**config.mk**
```make
export PLATFORM = sky130hd
export DESIGN_NAME = ars_startup_seq
export DESIGN_NICKNAME = d
export VERILOG_FILES = /design/src/logic/ars_edge_sync.v /design/src/logic/ars_startup_seq.v
export VERILOG_INCLUDE_DIRS = /design/src /design/src/logic
export SDC_FILE = /design/constraint.sdc
export NUM_CORES = 1
export LEC_CHECK = 0
export BUFFER_PORTS_ARGS = -buffer_cell sky130_fd_sc_hd__buf_2
export CAP_MARGIN = 20
export CORE_MARGIN = 2
export CORE_UTILIZATION = 45
export CTS_BUF_LIST = sky130_fd_sc_hd__clkbuf_4 sky130_fd_sc_hd__clkbuf_8
export CTS_CLUSTER_SIZE = 8
export DETAILED_ROUTE_END_ITERATION = 8
export GPL_TIMING_DRIVEN = 0
export PLACE_DENSITY = 0.69
export SLEW_MARGIN = 5
export SYNTH_ARGS = -nofsm -noshare
export SYNTH_HDL_FRONTEND = slang
export SYNTH_SLANG_ARGS = --single-unit
```
**constraint.sdc**
```tcl
create_clock -name clk_i -period 4.55 [get_ports clk_i]
set_clock_uncertainty 0.1 [all_clocks]
set_input_delay 0.6825 -clock clk_i [delete_from_list [all_inputs] [get_ports clk_i]]
set_output_delay 0.6825 -clock clk_i [all_outputs]
set_load 0.05 [all_outputs]
```
**src/logic/ars_regs.vh**
```
`ifndef ARS_REGS_VH
`define ARS_REGS_VH

// ----------------------------------------------------------------------
// serial reset command and frame shape
// ----------------------------------------------------------------------
`define ARS_RESET_CMD        16'h0011
`define ARS_FRAME_WORDS      4'hA
`define ARS_WORD_W           16

// ----------------------------------------------------------------------
// start-up timing in modulator periods, fast-filter sample count and chop length factor
// ----------------------------------------------------------------------
`define ARS_MOD_WAIT_BASE    20'h00100
`define ARS_MOD_WAIT_EXTRA   20'h0002C
`define ARS_FAST_SAMPLES     2'h2
`define ARS_GC_INTERNAL      20'h00003

// ----------------------------------------------------------------------
// counter widths and reset values
// ----------------------------------------------------------------------
`define ARS_MODCNT_W         20
`define ARS_RATIO_W          15
`define ARS_GCDLY_W          17
`define ARS_RATIO_DEFAULT    15'h0400
`define ARS_ZERO20           20'h00000

`endif

```
**src/logic/ars_edge_sync.v**
```verilog
`timescale 1ns/10ps

// ----------------------------------------------------------------------
// two-stage synchroniser with edge detection on the settled level
// ----------------------------------------------------------------------
module ars_edge_sync #(
   parameter RESET_LEVEL = 1'b0
) (
   input  wire clk_i,
   input  wire rst_n_i,
   input  wire async_i,
   output wire level_o,
   output wire rise_o,
   output wire fall_o
);

   reg meta_q;
   reg sync_q;
   reg prev_q;

   // meta_q feeds sync_q only; edges are taken from the settled stages
   always @(posedge clk_i) begin
      if (!rst_n_i) begin
         meta_q <= RESET_LEVEL;
         sync_q <= RESET_LEVEL;
         prev_q <= RESET_LEVEL;
      end else begin
         meta_q <= async_i;
         sync_q <= meta_q;
         prev_q <= sync_q;
      end
   end

   assign level_o = sync_q;
   assign rise_o  = sync_q & ~prev_q;
   assign fall_o  = ~sync_q & prev_q;

endmodule // ars_edge_sync

```
**src/logic/ars_startup_seq.v**
```verilog
`timescale 1ns/10ps
`include "ars_regs.vh"

module ars_startup_seq #(
   parameter POWER_ON_INTERVAL_NS = 250000,
   parameter RESET_LOW_WIDTH_NS   = 2000,
   parameter CLK_MHZ              = 100,
   parameter MOD_DIV              = 2,
   parameter DATA_READY_LOW_CYC   = 8,
   parameter POR_CYC              = (POWER_ON_INTERVAL_NS * CLK_MHZ + 999) / 1000
) (
   input  wire                      clk_i,
   input  wire                      rst_n_i,
   input  wire                      supply_good_i,
   input  wire                      sync_reset_n_i,
   input  wire                      ext_input_clock_i,
   input  wire [`ARS_WORD_W-1:0]    frame_word_i,
   input  wire                      frame_word_stb_i,
   input  wire                      frame_end_i,
   input  wire [`ARS_RATIO_W-1:0]   oversample_ratio_i,
   input  wire                      gc_enable_i,
   input  wire [`ARS_GCDLY_W-1:0]   gc_delay_i,
   output wire                      data_ready_n_o,
   output wire                      spi_ready_o,
   output wire                      cfg_default_o,
   output wire                      mod_run_o,
   output wire                      mod_tick_o,
   output wire                      fast_filter_o,
   output wire                      filter_reset_o,
   output wire                      chop_invert_o,
   output wire                      result_stb_o
);

   // ----------------------------------------------------------------------
   // derived counts
   // ----------------------------------------------------------------------
   localparam PIN_W_CYC_I = (RESET_LOW_WIDTH_NS * CLK_MHZ) / 1000;
   localparam PIN_W_CYC   = (PIN_W_CYC_I < 1) ? 1 : PIN_W_CYC_I;
   localparam [31:0] POR_CNT    = (POR_CYC < 1) ? 32'd1 : POR_CYC;
   localparam [31:0] PIN_W_32   = PIN_W_CYC;
   localparam [31:0] DIV_32     = MOD_DIV - 1;
   localparam [31:0] DR_LOW_32  = DATA_READY_LOW_CYC;
   // counts are cut to their counter widths on purpose
   localparam [15:0] PIN_W_CNT  = PIN_W_32[15:0];
   localparam [7:0]  DIV_LAST   = DIV_32[7:0];
   localparam [7:0]  DR_LOW_CNT = DR_LOW_32[7:0];
   localparam [`ARS_MODCNT_W-1:0] MOD_WAIT = `ARS_MOD_WAIT_BASE + `ARS_MOD_WAIT_EXTRA;

   // ----------------------------------------------------------------------
   // states
   // ----------------------------------------------------------------------
   localparam [2:0] ST_POR    = 3'h0;
   localparam [2:0] ST_PINRST = 3'h1;
   localparam [2:0] ST_CMDRST = 3'h2;
   localparam [2:0] ST_WAIT   = 3'h3;
   localparam [2:0] ST_CONV   = 3'h4;

   function in_reset;
      input [2:0] st;
      begin
         in_reset = (st == ST_POR) || (st == ST_PINRST) || (st == ST_CMDRST);
      end
   endfunction

   // ----------------------------------------------------------------------
   // pin synchronisers
   // ----------------------------------------------------------------------
   wire supply_ok;
   wire pin_n;
   wire clk_rise;

   ars_edge_sync #(.RESET_LEVEL(1'b0)) u_sync_supply (
      .clk_i   (clk_i),
      .rst_n_i (rst_n_i),
      .async_i (supply_good_i),
      .level_o (supply_ok),
      .rise_o  (),
      .fall_o  ()
   );

   ars_edge_sync #(.RESET_LEVEL(1'b1)) u_sync_pin (
      .clk_i   (clk_i),
      .rst_n_i (rst_n_i),
      .async_i (sync_reset_n_i),
      .level_o (pin_n),
      .rise_o  (),
      .fall_o  ()
   );

   ars_edge_sync #(.RESET_LEVEL(1'b0)) u_sync_extclk (
      .clk_i   (clk_i),
      .rst_n_i (rst_n_i),
      .async_i (ext_input_clock_i),
      .level_o (),
      .rise_o  (clk_rise),
      .fall_o  ()
   );

   // ----------------------------------------------------------------------
   // registers
   // ----------------------------------------------------------------------
   reg [2:0]                state_q, state_d;
   reg [31:0]               por_cnt_q;
   reg [15:0]               pin_low_q;
   reg [7:0]                div_cnt_q;
   reg                      tick_q;
   reg [`ARS_MODCNT_W-1:0]  mod_cnt_q;
   reg [1:0]                smp_cnt_q;
   reg [3:0]                word_cnt_q;
   reg                      cmd_hit_q;
   reg                      cmd_reset_q;
   reg [7:0]                dr_cnt_q;
   reg                      dr_n_q;
   reg                      result_q;
   reg                      filt_rst_q;
   reg                      chop_q;
   reg                      fast_q;

   wire ready      = ~in_reset(state_q);
   wire pin_reset  = (pin_low_q > PIN_W_CNT);
   wire div_wrap   = clk_rise && (div_cnt_q == DIV_LAST);
   wire [`ARS_MODCNT_W-1:0] ratio_ext = {5'h00, oversample_ratio_i};
   wire [`ARS_MODCNT_W-1:0] gc_len  = {3'h0, gc_delay_i} + (ratio_ext * `ARS_GC_INTERNAL);
   wire [`ARS_MODCNT_W-1:0] conv_len = gc_enable_i ? gc_len : ratio_ext;
   wire conv_done  = tick_q && (mod_cnt_q == conv_len - 20'h00001);
   // wait state only, or a long conversion would be cut at the wait length
   wire wait_done  = tick_q && (state_q == ST_WAIT) &&
                     (mod_cnt_q == MOD_WAIT - 20'h00001);
   wire cmd_latch  = frame_end_i && ready && cmd_hit_q &&
                     (word_cnt_q >= `ARS_FRAME_WORDS);

   // ----------------------------------------------------------------------
   // sequencer
   // ----------------------------------------------------------------------
   always @* begin
      state_d = state_q;
      case (state_q)
         ST_POR: begin
            // stays here until the power-on interval has run from supply good
            if (supply_ok && (por_cnt_q >= POR_CNT - 32'd1))
               state_d = ST_WAIT;
         end
         ST_PINRST: begin
            if (pin_n)
               state_d = ST_WAIT;
         end
         ST_CMDRST: begin
            state_d = ST_WAIT;
         end
         ST_WAIT: begin
            if (wait_done)
               state_d = ST_CONV;
         end
         ST_CONV: begin
            state_d = ST_CONV;
         end
         default: begin
            state_d = ST_POR;
         end
      endcase
      // pin reset overrides every state but power-on, command reset only wait and conversion; loss of supply still wins over both
      if (state_q != ST_POR) begin
         if (pin_reset)
            state_d = ST_PINRST;
         else if (cmd_latch)
            state_d = ST_CMDRST;
      end
      if (!supply_ok)
         state_d = ST_POR;
   end

   always @(posedge clk_i) begin
      if (!rst_n_i)
         state_q <= ST_POR;
      else
         state_q <= state_d;
   end

   // ----------------------------------------------------------------------
   // power-on and pin-width counters
   // ----------------------------------------------------------------------
   always @(posedge clk_i) begin
      if (!rst_n_i || !supply_ok || state_q != ST_POR)
         por_cnt_q <= 32'h00000000;
      else
         por_cnt_q <= por_cnt_q + 32'h00000001;
   end

   // saturates so a very long low pulse cannot wrap back under the width
   always @(posedge clk_i) begin
      if (!rst_n_i || pin_n)
         pin_low_q <= 16'h0000;
      else if (pin_low_q != 16'hFFFF)
         pin_low_q <= pin_low_q + 16'h0001;
   end

   // ----------------------------------------------------------------------
   // modulator period from the external clock
   // ----------------------------------------------------------------------
   // divider restarts at each reset so the wait is counted from reset release
   always @(posedge clk_i) begin
      if (!rst_n_i || in_reset(state_q)) begin
         div_cnt_q <= 8'h00;
         tick_q    <= 1'b0;
      end else begin
         tick_q <= div_wrap;
         if (div_wrap)
            div_cnt_q <= 8'h00;
         else if (clk_rise)
            div_cnt_q <= div_cnt_q + 8'h01;
      end
   end

   // ----------------------------------------------------------------------
   // wait and conversion timing
   // ----------------------------------------------------------------------
   always @(posedge clk_i) begin
      if (!rst_n_i || state_q != state_d) begin
         mod_cnt_q <= `ARS_ZERO20;
      end else if (tick_q) begin
         if (wait_done || (state_q == ST_CONV && conv_done))
            mod_cnt_q <= `ARS_ZERO20;
         else
            mod_cnt_q <= mod_cnt_q + 20'h00001;
      end
   end

   always @(posedge clk_i) begin
      if (!rst_n_i || in_reset(state_q)) begin
         smp_cnt_q  <= 2'h0;
         fast_q     <= 1'b1;
         result_q   <= 1'b0;
         filt_rst_q <= 1'b0;
         chop_q     <= 1'b0;
      end else begin
         result_q   <= 1'b0;
         filt_rst_q <= 1'b0;
         if (state_q == ST_CONV && conv_done) begin
            result_q <= 1'b1;
            // both filters run; the fast one only feeds the first samples
            if (smp_cnt_q != `ARS_FAST_SAMPLES)
               smp_cnt_q <= smp_cnt_q + 2'h1;
            fast_q <= (smp_cnt_q < `ARS_FAST_SAMPLES);
            if (gc_enable_i) begin
               chop_q     <= ~chop_q;
               filt_rst_q <= 1'b1;
            end
         end
      end
   end

   // ----------------------------------------------------------------------
   // serial frame watch for the reset command
   // ----------------------------------------------------------------------
   always @(posedge clk_i) begin
      if (!rst_n_i || !ready) begin
         word_cnt_q <= 4'h0;
         cmd_hit_q  <= 1'b0;
      end else if (frame_end_i) begin
         // a frame that ends short leaves no trace
         word_cnt_q <= 4'h0;
         cmd_hit_q  <= 1'b0;
      end else if (frame_word_stb_i) begin
         if (word_cnt_q == 4'h0)
            cmd_hit_q <= (frame_word_i == `ARS_RESET_CMD);
         if (word_cnt_q != 4'hF)
            word_cnt_q <= word_cnt_q + 4'h1;
      end
   end

   always @(posedge clk_i) begin
      if (!rst_n_i)
         cmd_reset_q <= 1'b0;
      else
         cmd_reset_q <= cmd_latch;
   end

   // ----------------------------------------------------------------------
   // data-ready pin
   // ----------------------------------------------------------------------
   // low through any reset, rises on release, then pulses low per result
   always @(posedge clk_i) begin
      if (!rst_n_i || in_reset(state_d)) begin
         dr_n_q   <= 1'b0;
         dr_cnt_q <= 8'h00;
      end else if (result_q) begin
         dr_n_q   <= 1'b0;
         dr_cnt_q <= DR_LOW_CNT;
      end else if (dr_cnt_q > 8'h01) begin
         dr_cnt_q <= dr_cnt_q - 8'h01;
      end else begin
         dr_n_q   <= 1'b1;
         dr_cnt_q <= 8'h00;
      end
   end

   // ----------------------------------------------------------------------
   // outputs
   // ----------------------------------------------------------------------
   assign data_ready_n_o = dr_n_q;
   assign spi_ready_o    = (ready & dr_n_q) | (state_q == ST_CONV);
   assign cfg_default_o  = ~ready | cmd_reset_q;
   assign mod_run_o      = (state_q == ST_CONV);
   assign mod_tick_o     = tick_q;
   assign fast_filter_o  = fast_q;
   assign filter_reset_o = filt_rst_q;
   assign chop_invert_o  = chop_q;
   assign result_stb_o   = result_q;

endmodule // ars_startup_seq

```
# --- After elaboration in Yosys (flattened, before gate mapping) ---
# Index checks and enable logic that the tools add are counted.
word_totals:
  ff_bits: 108
  out_inout_bits: 9
  word_cells: 111
op_classes:
  n_addsub: 9
  n_mul: 1
  magnitude_cmp: 5
  eq_ne: 14
  n_mux: 14
  bitwise_logic: 9
  reduce_logical: 35
op_table:
  columns: ["op", "n"]
  rows:
  - ["adder 32 x 1 -> 32 bit (second input constant)", 1]
  - ["greater-or-equal comparator 32 x 15 -> 1 bit (second input constant)", 1]
  - ["two-way mux 3 bit", 7]
  - ["adder 20 x 1 -> 20 bit (second input constant)", 1]
  - ["equality test 20 bit", 1]
  - ["equality test 20 x 9 -> 1 bit (second input constant)", 1]
  - ["two-way mux 20 bit", 1]
  - ["subtractor 18 x 1 -> 19 bit (second input constant)", 1]
  - ["adder 17 x 17 -> 18 bit", 1]
  - ["two-way mux 18 bit", 1]
  - ["multiplier 15 x 2 -> 17 bit (second input constant)", 1]
  - ["adder 16 x 1 -> 16 bit (second input constant)", 1]
  - ["equality test 16 x 5 -> 1 bit (second input constant)", 1]
  - ["greater-than comparator 16 x 8 -> 1 bit (second input constant)", 1]
  - ["inequality test 16 bit (second input constant)", 1]
  - ["one-hot mux 3 bit (5 select lines)", 1]
  - ["logical OR 1 bit", 11]
  - ["equality test 3 x 2 -> 1 bit (second input constant)", 3]
  - ["logical AND 1 bit", 9]
  - ["adder 8 x 1 -> 8 bit (second input constant)", 1]
  - ["equality test 8 x 1 -> 1 bit (second input constant)", 1]
  - ["greater-than comparator 8 x 1 -> 1 bit (second input constant)", 1]
  - ["two-way mux 4 bit", 2]
  - ["AND reduction 2 bit", 4]
  - ["20 further kinds", 33]

# --- Longest topological paths before layout ---
# Gate-level depths: netlist of run 1.
depth:
  word_depth: 16
  ltp_mapped: 19
  ltp_nobuf: 15

# --- Hierarchy ---
# From an unflattened synthesis of run 1, not the netlist that was laid out.
hier_totals:
  hier_cells: 911
  hier_area_um2: 7424.6
by_module_without_submodules:
  columns: ["mod", "instances", "cells_each", "area_per_inst_um2", "seq_area_each_um2"]
  rows:
  - ["ars_startup_seq", 1, 887, 7150.6, 2021.9]
  - ["ars_edge_sync", 3, 8, 91.3, 60.1]

# --- Least setup slack after synthesis of run 1 ---
# Ideal clock, no wire load.
synth_path:
  kind: "input port to flip-flop"
  from: "input port oversample_ratio_i[0]"
  to: "register smp_cnt_q[0]"
  arrival_time_ns: 4.223
  slack_ns: 0.094
  stages: 15
  n_path_buf: 0
  path_cell_list: "fa_1 ha_1 inv_1 fa_1 nand2b_1 a211oi_2 mux2i_1 a311o_1 or3_4 nor4_4 nand3_1 a21oi_2 nor2_1 o41ai_1 a21oi_1"
synth_between:
  elab_chain_cells: 8
synth_lines:
  columns: ["item", "line", "text"]
  rows:
  - ["from (decl)", "ars_startup_seq.v:20", "input wire [`ARS_RATIO_W-1:0] oversample_ratio_i,"]
  - ["multiplier 15 x 2 -> 17 bit (no source line)", null, null]
  - ["adder 17 x 17 -> 18 bit", "ars_startup_seq.v:123", "wire [`ARS_MODCNT_W-1:0] gc_len = {3'h0, gc_delay_i} + (ratio_ext * `ARS_GC_INTERNAL);"]
  - ["two-way mux 18 bit *", "ars_startup_seq.v:124", "wire [`ARS_MODCNT_W-1:0] conv_len = gc_enable_i ? gc_len : ratio_ext;"]
  - ["subtractor 18 x 1 -> 19 bit *", "ars_startup_seq.v:125", "wire conv_done = tick_q && (mod_cnt_q == conv_len - 20'h00001);"]
  - ["equality test 20 bit *", "ars_startup_seq.v:125", null]
  - ["logical AND 1 bit *", "ars_startup_seq.v:125", null]
  - ["logical AND 1 bit *", "ars_startup_seq.v:238", "if (state_q == ST_CONV && conv_done) begin"]
  - ["AND reduction 2 bit (no source line) *", null, null]
  - ["to (signal assigned)", "ars_startup_seq.v:242", "smp_cnt_q <= smp_cnt_q + 2'h1;"]
  - ["to (decl)", "ars_startup_seq.v:108", "reg [1:0] smp_cnt_q;"]
# Every way passes the cells marked *; elsewhere a longest branch is shown, timed or not.
# A chain may end at the register's enable or synchronous reset.

# --- Final worst setup path of run 1 ---
layout_path:
  from: "input port oversample_ratio_i[1]"
  to: "register mod_cnt_q[4]"
layout_between:
  elab_chain_cells: 9
layout_lines:
  columns: ["item", "line", "text"]
  rows:
  - ["multiplier 15 x 2 -> 17 bit (no source line)", null, null]
  - ["adder 17 x 17 -> 18 bit", "ars_startup_seq.v:123", null]
  - ["two-way mux 18 bit *", "ars_startup_seq.v:124", null]
  - ["subtractor 18 x 1 -> 19 bit *", "ars_startup_seq.v:125", null]
  - ["equality test 20 bit *", "ars_startup_seq.v:125", null]
  - ["logical AND 1 bit *", "ars_startup_seq.v:125", null]
  - ["logical AND 1 bit *", "ars_startup_seq.v:221", "if (wait_done || (state_q == ST_CONV && conv_done))"]
  - ["logical OR 1 bit *", "ars_startup_seq.v:221", null]
  - ["two-way mux 20 bit *", "ars_startup_seq.v:221", null]
  - ["to (signal assigned)", "ars_startup_seq.v:219", "mod_cnt_q <= `ARS_ZERO20;"]
  - ["to (signal assigned)", "ars_startup_seq.v:222", "mod_cnt_q <= `ARS_ZERO20;"]
  - ["to (signal assigned)", "ars_startup_seq.v:224", "mod_cnt_q <= mod_cnt_q + 20'h00001;"]
  - ["to (decl)", "ars_startup_seq.v:107", "reg [`ARS_MODCNT_W-1:0] mod_cnt_q;"]
# Marks and branches as above.

==> flow_summary.toml, run 1 <==
[run_status]
outcome = "complete, no violations"

[die]
row_count = 46
start_util_pct = 46.0
core-area_mm2 = 0.0159
die_w_um = 131
io_pins = 65
die_area_mm2 = 0.0173
die_h_um = 131

[synth]
yosysTopAreaCell = "dfxtp_1"
syn_nets = 1004
synth_ff_type = "dfxtp_1"
async_flop_share_pct = 0
yosys.cell_count.top_type = "nor2_1"
synth_top_area_share_pct = 29.6
yosys-top-cells-count = "nor2_1 (128), dfxtp_1 (108), nand2_1 (69)"
synth_seq_cells = 108
synth.yosys.warnings = 0
yosys-top-cells-area = "dfxtp_1 (30%), nor2_1 (6.6%), xor2_1 (6.5%)"
synth_edf_count = 0
seq_area_frac_synth_pct = 29.6
syn_avg_cell_area_um2 = 8.11
synth.distinct_cells = 75
synth_area_mm2 = 0.00731
netlist_instances = 902

[critical_path]
crit_fanout = 5
end_kind = "flip-flop"
start_kind = "input pin"
crit_type = "input pin to flip-flop"
reg2reg_from = "mod_cnt_q[7]$_SDFFE_PP0P_"
required_ps = 4730
arrival_ps = 4590
crit_path_start = "oversample_ratio_i[1]"

[grt]
grt-ovfl-total = 0
antenna_found_initial = 0
met2_usage_pct = 32.4
grt_pass1_wl_um = 28900
grt_max_degree = 20
gr-usage-met3_pct = 3.74
gr-max-usage-layer = "met2"
grt_use_total_pct = 19.7
grt_util_met1_pct = 26.5
grt_pass1_vias = 6272

[power_and_ir_drop]
p_seq_share_pct = 42.9
p_sw_w = 0.000759
pwr-share-clk_pct = 25.5
leakage_nw = 3.16
total_power_w = 0.00221
power.density_mw_per_mm2 = 265
power_frac_comb_pct = 31.6
internal-power_w = 0.00145
ir_drop_mv = 0.166
p_sw_share_pct = 34.3

[timing]
setup_ws_ps = 144
worst_pin_slew_ps = 570
holdWs_ps = 318
slew_headroom_pct = 61.6
setup-tns-final_ps = 0
period_needed_ps = 4410
final-setup-viol-count = 0
timing.final.crit_share_pct = 96.8
hold_viol = 0
maxSlewViolCount = 0
max_freq_ghz = 0.227

[routing]
ant_nets = 0
wl_per_cell_um = 14.0
drtIter0Drc = 386
wirelength_um = 16900
via_count = 6642
viasPerCell = 5.50
drc_errors = 0
firstDrtPassIters = 5

[cts]
clock_latency_ps = 380
cts_made_buffers = 9
htree_num_levels = 3
cts_tree = "done"
cts_sinks = 108
clk_pin_slew_worst_paths_ps = 110
cts.path.max_buffers = 2
cts-root-buf = "clkbuf_8"

[finish]
nets = 1088
post-route-util_pct = 52.5
syn_to_final_growth_pct = 14.1
fillers = 1557
antenna_cells = 0
drive_above_1_share_pct = 13.8

[placement]
dp_worst_setup_slack_ps = -741
place_congestion = 0.914
portBuffers = 63
hpwl_um = 12900

[min_path]
min_from = "u_sync_pin.meta_q$_SDFF_PN1_"
hp-class = "flip-flop to flip-flop"

[flow_run]
max-cap-violations = 0
-- worst max-delay path, cell delays in order --
cell	delay, ps
buf_4	130
fa_1	520
ha_2	190
inv_2	40
fa_2	360
nand2b_4	170
a211oi_4	260
mux2i_1	130
a311o_1	370
or3_4	420
o21a_1	240
nor4_4	230
and3_1	190
nand4b_1	140
o21ai_2	220
buf_4	150
buf_6	100
nor2_1	40
-- routing by layer --
layer / part of all wire [%] / vias up
li1: - / 3397
met3: 4.5 / 23
met5: 0 / -
met1: 48 / 3095
met4: 1.5 / 0
met2: 46 / 127
-- registers in the layout (all words and copies together), names as in the netlist, 2 cells and up --
register / cells
smp_cnt_q: 2
word_cnt_q: 4
por_cnt_q: 32
pin_low_q: 16
dr_cnt_q: 8
div_cnt_q: 8
state_q: 3
mod_cnt_q: 20
-- metrics by stage --
step	std cells	area, µm²
after floorplan	902	7310
after global placement	1181	7900
after detailed placement	1181	7900
after CTS	1201	8180
after global routing	1207	8340
final	1207	8340
-- kinds of logic (layout without fill, tap and decap cells) --
logic type	Yosys count	count (layout)	share of synthesized area, %
AOI/OAI and AO/OA	141	141	13.3
xor gates and xnor gates	92	92	11.2
adders and majority gates	46	46	9.41
buffers and inverters	67	156	3.88
DFF	108	108	29.6
muxes	12	12	1.66
and+or+nand+nor	436	436	31.0
-- final timing paths --
kind	to	slack (ps)	cells past startpoint
worst min-delay path	u_sync_pin.level_o$_SDFF_PN1_	320	1
worst max register to register	mod_cnt_q[4]$_SDFFE_PP0P_	1310	13
worst min register to register	u_sync_pin.level_o$_SDFF_PN1_	320	1
worst max-delay path	mod_cnt_q[4]$_SDFFE_PP0P_	140	18
-- power groups by stage --
| stage | registers [W] | logic, W | clock network [W] |
|---|---|---|---|
| 2_1_floorplan | 0.000971 | 0.000472 | 0 |
| 4_1_cts | 0.000949 | 0.000649 | 0.000578 |
| 3_5_place_dp | 0.000971 | 0.000621 | 0 |
| 3_3_place_gp | 0.000971 | 0.000611 | 0 |
| 6_report | 0.000949 | 0.000700 | 0.000564 |
| 5_1_grt | 0.000950 | 0.000774 | 0.000627 |
-- cell usage in the layout (no fill, tap or decap), types with 17 or more instances in the layout --
cell	Yosys	final
a21oi_1	36	35
buf_2	8	67
clkbuf_1	19	19
dfxtp_1	108	108
ha_1	31	30
inv_1	33	32
nand2_1	69	69
nand3_1	54	53
nand4_1	24	24
nor2_1	128	127
nor3_1	31	29
nor4_1	18	17
xnor2_1	37	37
xor2_1	54	54
-- repair_timing --
item / 4_1_cts / 5_1_grt
gates resized for setup: 9 / 31
setup endpoints to repair: 26 / 26
pin swaps: 5 / 9
gates cloned: 0 / 1
buffers inserted: 4 / 6
hold buffers: 0 / 0
-- layout make-up --
cell class / instances / area [µm²] / share of cell area, %
Multi-Input combinational cell: 727 / 5030 / 60.3
Sequential cell: 108 / 2160 / 25.9
Timing Repair Buffer: 74 / 410 / 4.92
Tap cell: 216 / 270 / 3.24
Buffer: 32 / 158 / 1.89
Clock buffer: 10 / 131 / 1.58
Inverter: 34 / 128 / 1.53
Clock inverter: 6 / 55.1 / 0.660
Power figures use the tool's default switching activity.
==> inputs of run 2 (changes only) <==
--- a/config.mk
+++ b/config.mk
@@ -7,7 +7,7 @@
 export NUM_CORES = 1
 export LEC_CHECK = 0
 export BUFFER_PORTS_ARGS = -buffer_cell sky130_fd_sc_hd__buf_2
-export CAP_MARGIN = 20
+export CAP_MARGIN = 30
 export CORE_MARGIN = 2
 export CORE_UTILIZATION = 45
 export CTS_BUF_LIST = sky130_fd_sc_hd__clkbuf_4 sky130_fd_sc_hd__clkbuf_8
@@ -15,7 +15,9 @@
 export DETAILED_ROUTE_END_ITERATION = 8
 export GPL_TIMING_DRIVEN = 0
 export PLACE_DENSITY = 0.69
+export SETUP_SLACK_MARGIN = 0.5
 export SLEW_MARGIN = 5
 export SYNTH_ARGS = -nofsm -noshare
 export SYNTH_HDL_FRONTEND = slang
+export SYNTH_HIERARCHICAL = 1
 export SYNTH_SLANG_ARGS = --single-unit
==> run 2 against run 1 <==
Against the previous run:
- the run now ends with setup timing left
- final cell count grew 1.2%
- total power grew 2.6%
- critical path depth shrank 2
- combinational power grew 9.7%
- first-iteration DRC count grew 7.8%
- register-to-register slack lost 260 ps
- sequential power is essentially flat
- synthesized area grew 0.41%
- sequential share of layout area shrank 1.2 points
- hold slack gained 13 ps
- count of clock-buffer cells in the layout shrank 1
- critical path type unchanged
==> flow_summary.toml, run 2 <==
[placement]
dp_worst_setup_slack_ps = -715
place_congestion = 0.853
placedInstanceArea_mm2 = 0.00800
hpwl_um = 12400
portBuffers = 63

[die]
io_pins = 65
start_util_pct = 46.0
die_h_um = 132
row_count = 46
die_w_um = 132
die_area_mm2 = 0.0174
core-area_mm2 = 0.0159

[cts]
clk_pin_slew_worst_paths_ps = 110
cts.path.max_buffers = 2
clock_latency_ps = 380
cts_sinks = 108
cts_made_buffers = 9
htree_num_levels = 3
cts_tree = "done"
cts-root-buf = "clkbuf_8"
cts_hold_buffers = 0

[min_path]
holdPathStages = 1
hp-class = "flip-flop to flip-flop"

[routing]
firstDrtPassIters = 7
ant_nets = 0
wirelength_um = 17100
drtIter0Drc = 416
viasPerCell = 5.54
wl_per_cell_um = 14.0
drc_errors = 0
via_count = 6762

[critical_path]
start_kind = "input pin"
crit_type = "input pin to flip-flop"
arrival_ps = 4770
crit_fanout = 5
cp_common_cell = "buf_6"
worstRegToRegCells = 11
slowest_delay_ps = 570
end_kind = "flip-flop"
required_ps = 4730
slowest_stage = "fa_1"
cp_cell_sequence = "buf_6 > fa_1 > ha_4 > inv_2 > fa_2 > and2b_2 > o2111ai_4 > a211o_1 > nand3_4 > xor2_2 > nand2_1 > a2111o_1 > or4_4 > nor4b_4 > buf_6 > mux2_4"

[finish]
post-route-util_pct = 54.9
syn_to_final_growth_pct = 19.2
drive_above_1_share_pct = 18.9
regMostFlops = "por_cnt_q"
final_area_mm2 = 0.00875
final_cell_mix = "nor2_1 (109), dfxtp_1 (108), nand2_1 (96)"
nets = 1102
largest_reg_flops = 32
final_common_cell = "nor2_1"
antenna_cells = 0
reg_top3 = "por_cnt_q (32), mod_cnt_q (20), pin_low_q (16)"

[run_status]
outcome = "complete, but fails checks"
violations = "setup timing"

[grt]
grt_use_total_pct = 19.5
grt-ovfl-total = 0
antenna_found_initial = 0
grt_pass1_wl_um = 28800
grt_max_degree = 20
grt_pass1_vias = 6158

[timing]
period_needed_ps = 4590
timing.final.crit_share_pct = 101
setup-tns-final_ps = -35.2
rsz0062_at_grt = "yes"
hold_viol = 0
setup_ws_ps = -35.2
final-setup-viol-count = 1
holdWs_ps = 330
worst_pin_slew_ps = 786
max_freq_ghz = 0.218
slew_headroom_pct = 47.1
maxSlewViolCount = 0

[synth]
synth.yosys.warnings = 6
netlist_instances = 902
synth_area_mm2 = 0.00734
syn_avg_cell_area_um2 = 8.14
syn_nets = 1004

[power_and_ir_drop]
ir_drop_mv = 0.146
power.density_mw_per_mm2 = 259
leakage_nw = 3.28

[flow_run]
max-cap-violations = 0
-- run 2: worst paths after layout --
kind,startpoint,endpoint,slack (ps)
max,gc_delay_i[1],fast_filter_o$_SDFFE_PP1P_,-40
min,u_sync_pin/meta_q$_SDFF_PN1_,u_sync_pin/level_o$_SDFF_PN1_,330
max reg2reg,state_q[2]$_SDFF_PN0_,fast_filter_o$_SDFFE_PP1P_,1050
min reg2reg,u_sync_pin/meta_q$_SDFF_PN1_,u_sync_pin/level_o$_SDFF_PN1_,330
-- run 2: metrics by stage --
stage	std cells	total power, W
finish	1221	0.00227
global route	1221	0.00241
CTS	1217	0.00222
detailed placement	1181	0.00160
global placement	1181	0.00160
floorplan	902	0.00146
-- run 2: worst max-delay path, delay by kind of cell --
kind | cells | cell delay [ps]
compound gates | 3 | 940
xor+xnor | 1 | 180
fa+ha+maj | 3 | 1090
buf+inv | 3 | 300
mux | 1 | 290
simple gates | 5 | 1270
-- run 2: routing by layer --
layer	global-route usage [%]	share of wire [%]	up-vias
met5	0	0	-
met4	3.80	0.73	0
met3	3.63	4.5	11
met2	31.3	45	142
met1	27.5	49	3189
li1	-	-	3420
-- run 2: what timing repair did --
action                     CTS  global route
resized for setup           37            36
pin swaps                   23            16
setup endpoints to repair   26            26
cloned                       1             0
buffers inserted            19             4
-- run 2: cell type report --
class	count	area (µm²)
Buffer	34	159
Multi-Input combinational cell	733	5340
Fill cell	1487	7190
Sequential cell	108	2160
Inverter	27	101
Clock buffer	9	124
Clock inverter	7	58.8
Timing Repair Buffer	87	538
Tap cell	216	270
-- run 2: where the power goes --
group | leakage, nW | internal [W] | switching [W]
registers | 0.871 | 0.000948 | 0.00000128
clock network | 0.0921 | 0.000208 | 0.000345
logic | 2.31 | 0.000312 | 0.000456
==> inputs of run 3 (changes only) <==
--- a/config.mk
+++ b/config.mk
@@ -14,6 +14,7 @@
 export CTS_CLUSTER_SIZE = 8
 export DETAILED_ROUTE_END_ITERATION = 8
 export GPL_TIMING_DRIVEN = 0
+export MAX_ROUTING_LAYER = met4
 export PLACE_DENSITY = 0.69
 export SETUP_SLACK_MARGIN = 0.5
 export SLEW_MARGIN = 5
==> run 3 against run 2 <==
Against the previous run:
- the flow still finishes with violations (setup timing)
- sequential share of layout area unchanged
- sequential power about the same
- register-to-register slack about the same
- design area unchanged
- maximum frequency hardly changed
- hold slack gained 4.4 ps
- non-clock buffer count unchanged
- sequential cell count is the same
- critical path depth stayed put
- critical path type unchanged
- critical endpoint unchanged
==> flow_summary.toml, run 3 (synthesized netlist as in run 2, its figures left out) <==
[timing]
maxSlewViolCount = 0
final-setup-viol-count = 1
rsz0062_at_grt = "yes"
max_freq_ghz = 0.218
period_needed_ps = 4580
slew_headroom_pct = 47.1
worst_pin_slew_ps = 786
hold_viol = 0
setup_ws_ps = -34.4
timing.final.crit_share_pct = 101

[finish]
final_common_cell = "nor2_1"
largest_reg_flops = 32
antenna_cells = 0
final_area_mm2 = 0.00875
final_cell_mix = "nor2_1 (109), dfxtp_1 (108), nand2_1 (96)"
post-route-util_pct = 54.9
final_cells = 1221
nets = 1102
regMostFlops = "por_cnt_q"
reg_top3 = "por_cnt_q (32), mod_cnt_q (20), pin_low_q (16)"
syn_to_final_growth_pct = 19.2
drive_above_1_share_pct = 18.9

[routing]
viasPerCell = 5.51
wl_per_cell_um = 14.0
drtIter0Drc = 407
via_count = 6723
firstDrtPassIters = 5
drc_errors = 0
wirelength_um = 17100
ant_nets = 0

[grt]
grt_max_degree = 20
grt-ovfl-total = 0
antenna_found_initial = 0
grt_pass1_wl_um = 28800
grt_pass1_vias = 6153
grt_use_total_pct = 20.1

[min_path]
hp-class = "flip-flop to flip-flop"

[critical_path]
slowest_stage = "fa_1"
cp_common_cell = "buf_6"
arrival_ps = 4770
end_kind = "flip-flop"
start_kind = "input pin"
cp_cell_sequence = "buf_6 > fa_1 > ha_4 > inv_2 > fa_2 > and2b_2 > o2111ai_4 > a211o_1 > nand3_4 > xor2_2 > nand2_1 > a2111o_1 > or4_4 > nor4b_4 > buf_6 > mux2_4"
slowest_delay_ps = 570
crit_fanout = 5
crit_type = "input pin to flip-flop"
required_ps = 4730

[die]
die_h_um = 132
die_w_um = 132
start_util_pct = 46.0
row_count = 46
die_area_mm2 = 0.0174
io_pins = 65
core-area_mm2 = 0.0159

[cts]
clk_pin_slew_worst_paths_ps = 110
htree_num_levels = 3
cts.path.max_buffers = 2
cts-root-buf = "clkbuf_8"
cts_sinks = 108
cts_made_buffers = 9
clock_latency_ps = 380
cts_hold_buffers = 0
cts_tree = "done"

[placement]
placedInstanceArea_mm2 = 0.00800
portBuffers = 63
place_congestion = 0.867
hpwl_um = 12400
dp.cells = 1181

[power_and_ir_drop]
power.density_mw_per_mm2 = 259
leakage_nw = 3.28
ir_drop_mv = 0.146
total_power_w = 0.00227

[flow_run]
max-cap-violations = 0

[run_status]
outcome = "complete, but fails checks"
violations = "setup timing"
-- run 3: cell counts in the layout (fill, tap and decap cells not counted) --
No cell type changed its count.
-- run 3: where the power goes --
part | internal, W | switching [W]
Clock | 0.000208 | 0.000344
Combinational | 0.000312 | 0.000456
Sequential | 0.000948 | 0.00000130
-- run 3: through the flow --
stage	TNS [ps]	setup WS, ps	hold WS (ps)
after global routing	-3240	-192	367
after detailed placement	-16600	-715	315
after global placement	-15710	-682	314
final	-34.4	-34.4	335
after CTS	-115	-45.3	342
after floorplan	-1790	-159	286
-- run 3: layout make-up --
class | instances | area (µm²)
well taps | 216 | 270
repair buffers | 87 | 538
multi-input cells | 733 | 5340
plain buffers | 34 | 159
inverters | 27 | 101
clock inverters | 7 | 58.8
clock buffers | 9 | 124
fillers | 1487 | 7190
flip-flops and latches | 108 | 2160
-- run 3: worst max-delay path: cells and delay by family --
| kind | cells | cell delay (ps) |
|---|---|---|
| xor+xnor | 1 | 180 |
| mux | 1 | 290 |
| fa+ha+maj | 3 | 1090 |
| simple gates | 5 | 1270 |
| buf+inv | 3 | 300 |
| compound gates | 3 | 940 |
-- run 3: what timing repair did --
item | 4_1_cts | 5_1_grt
pin swaps | 23 | 16
setup buffers | 19 | 4
gates cloned | 1 | 0
endpoints found under the setup margin | 26 | 26
gates resized for setup | 37 | 36
-- run 3: routing by layer --
| layer | vias to the layer above | global-route usage (%) | part of all wire [%] |
|---|---|---|---|
| met3 | 13 | 3.63 | 4.0 |
| li1 | 3410 | - | - |
| met5 | - | - | 0 |
| met2 | 137 | 31.2 | 45 |
| met4 | 0 | 3.80 | 0.79 |
| met1 | 3163 | 27.5 | 50 |
-- run 3: path summary, 6_finish.rpt --
check	startpoint	to	slack, ps	cells past startpoint
worst max-delay path	gc_delay_i[1]	fast_filter_o$_SDFFE_PP1P_	-30	16
worst min-delay path	u_sync_pin/meta_q$_SDFF_PN1_	u_sync_pin/level_o$_SDFF_PN1_	330	1
worst max register to register	state_q[2]$_SDFF_PN0_	fast_filter_o$_SDFFE_PP1P_	1060	11
worst min register to register	u_sync_pin/meta_q$_SDFF_PN1_	u_sync_pin/level_o$_SDFF_PN1_	330	1
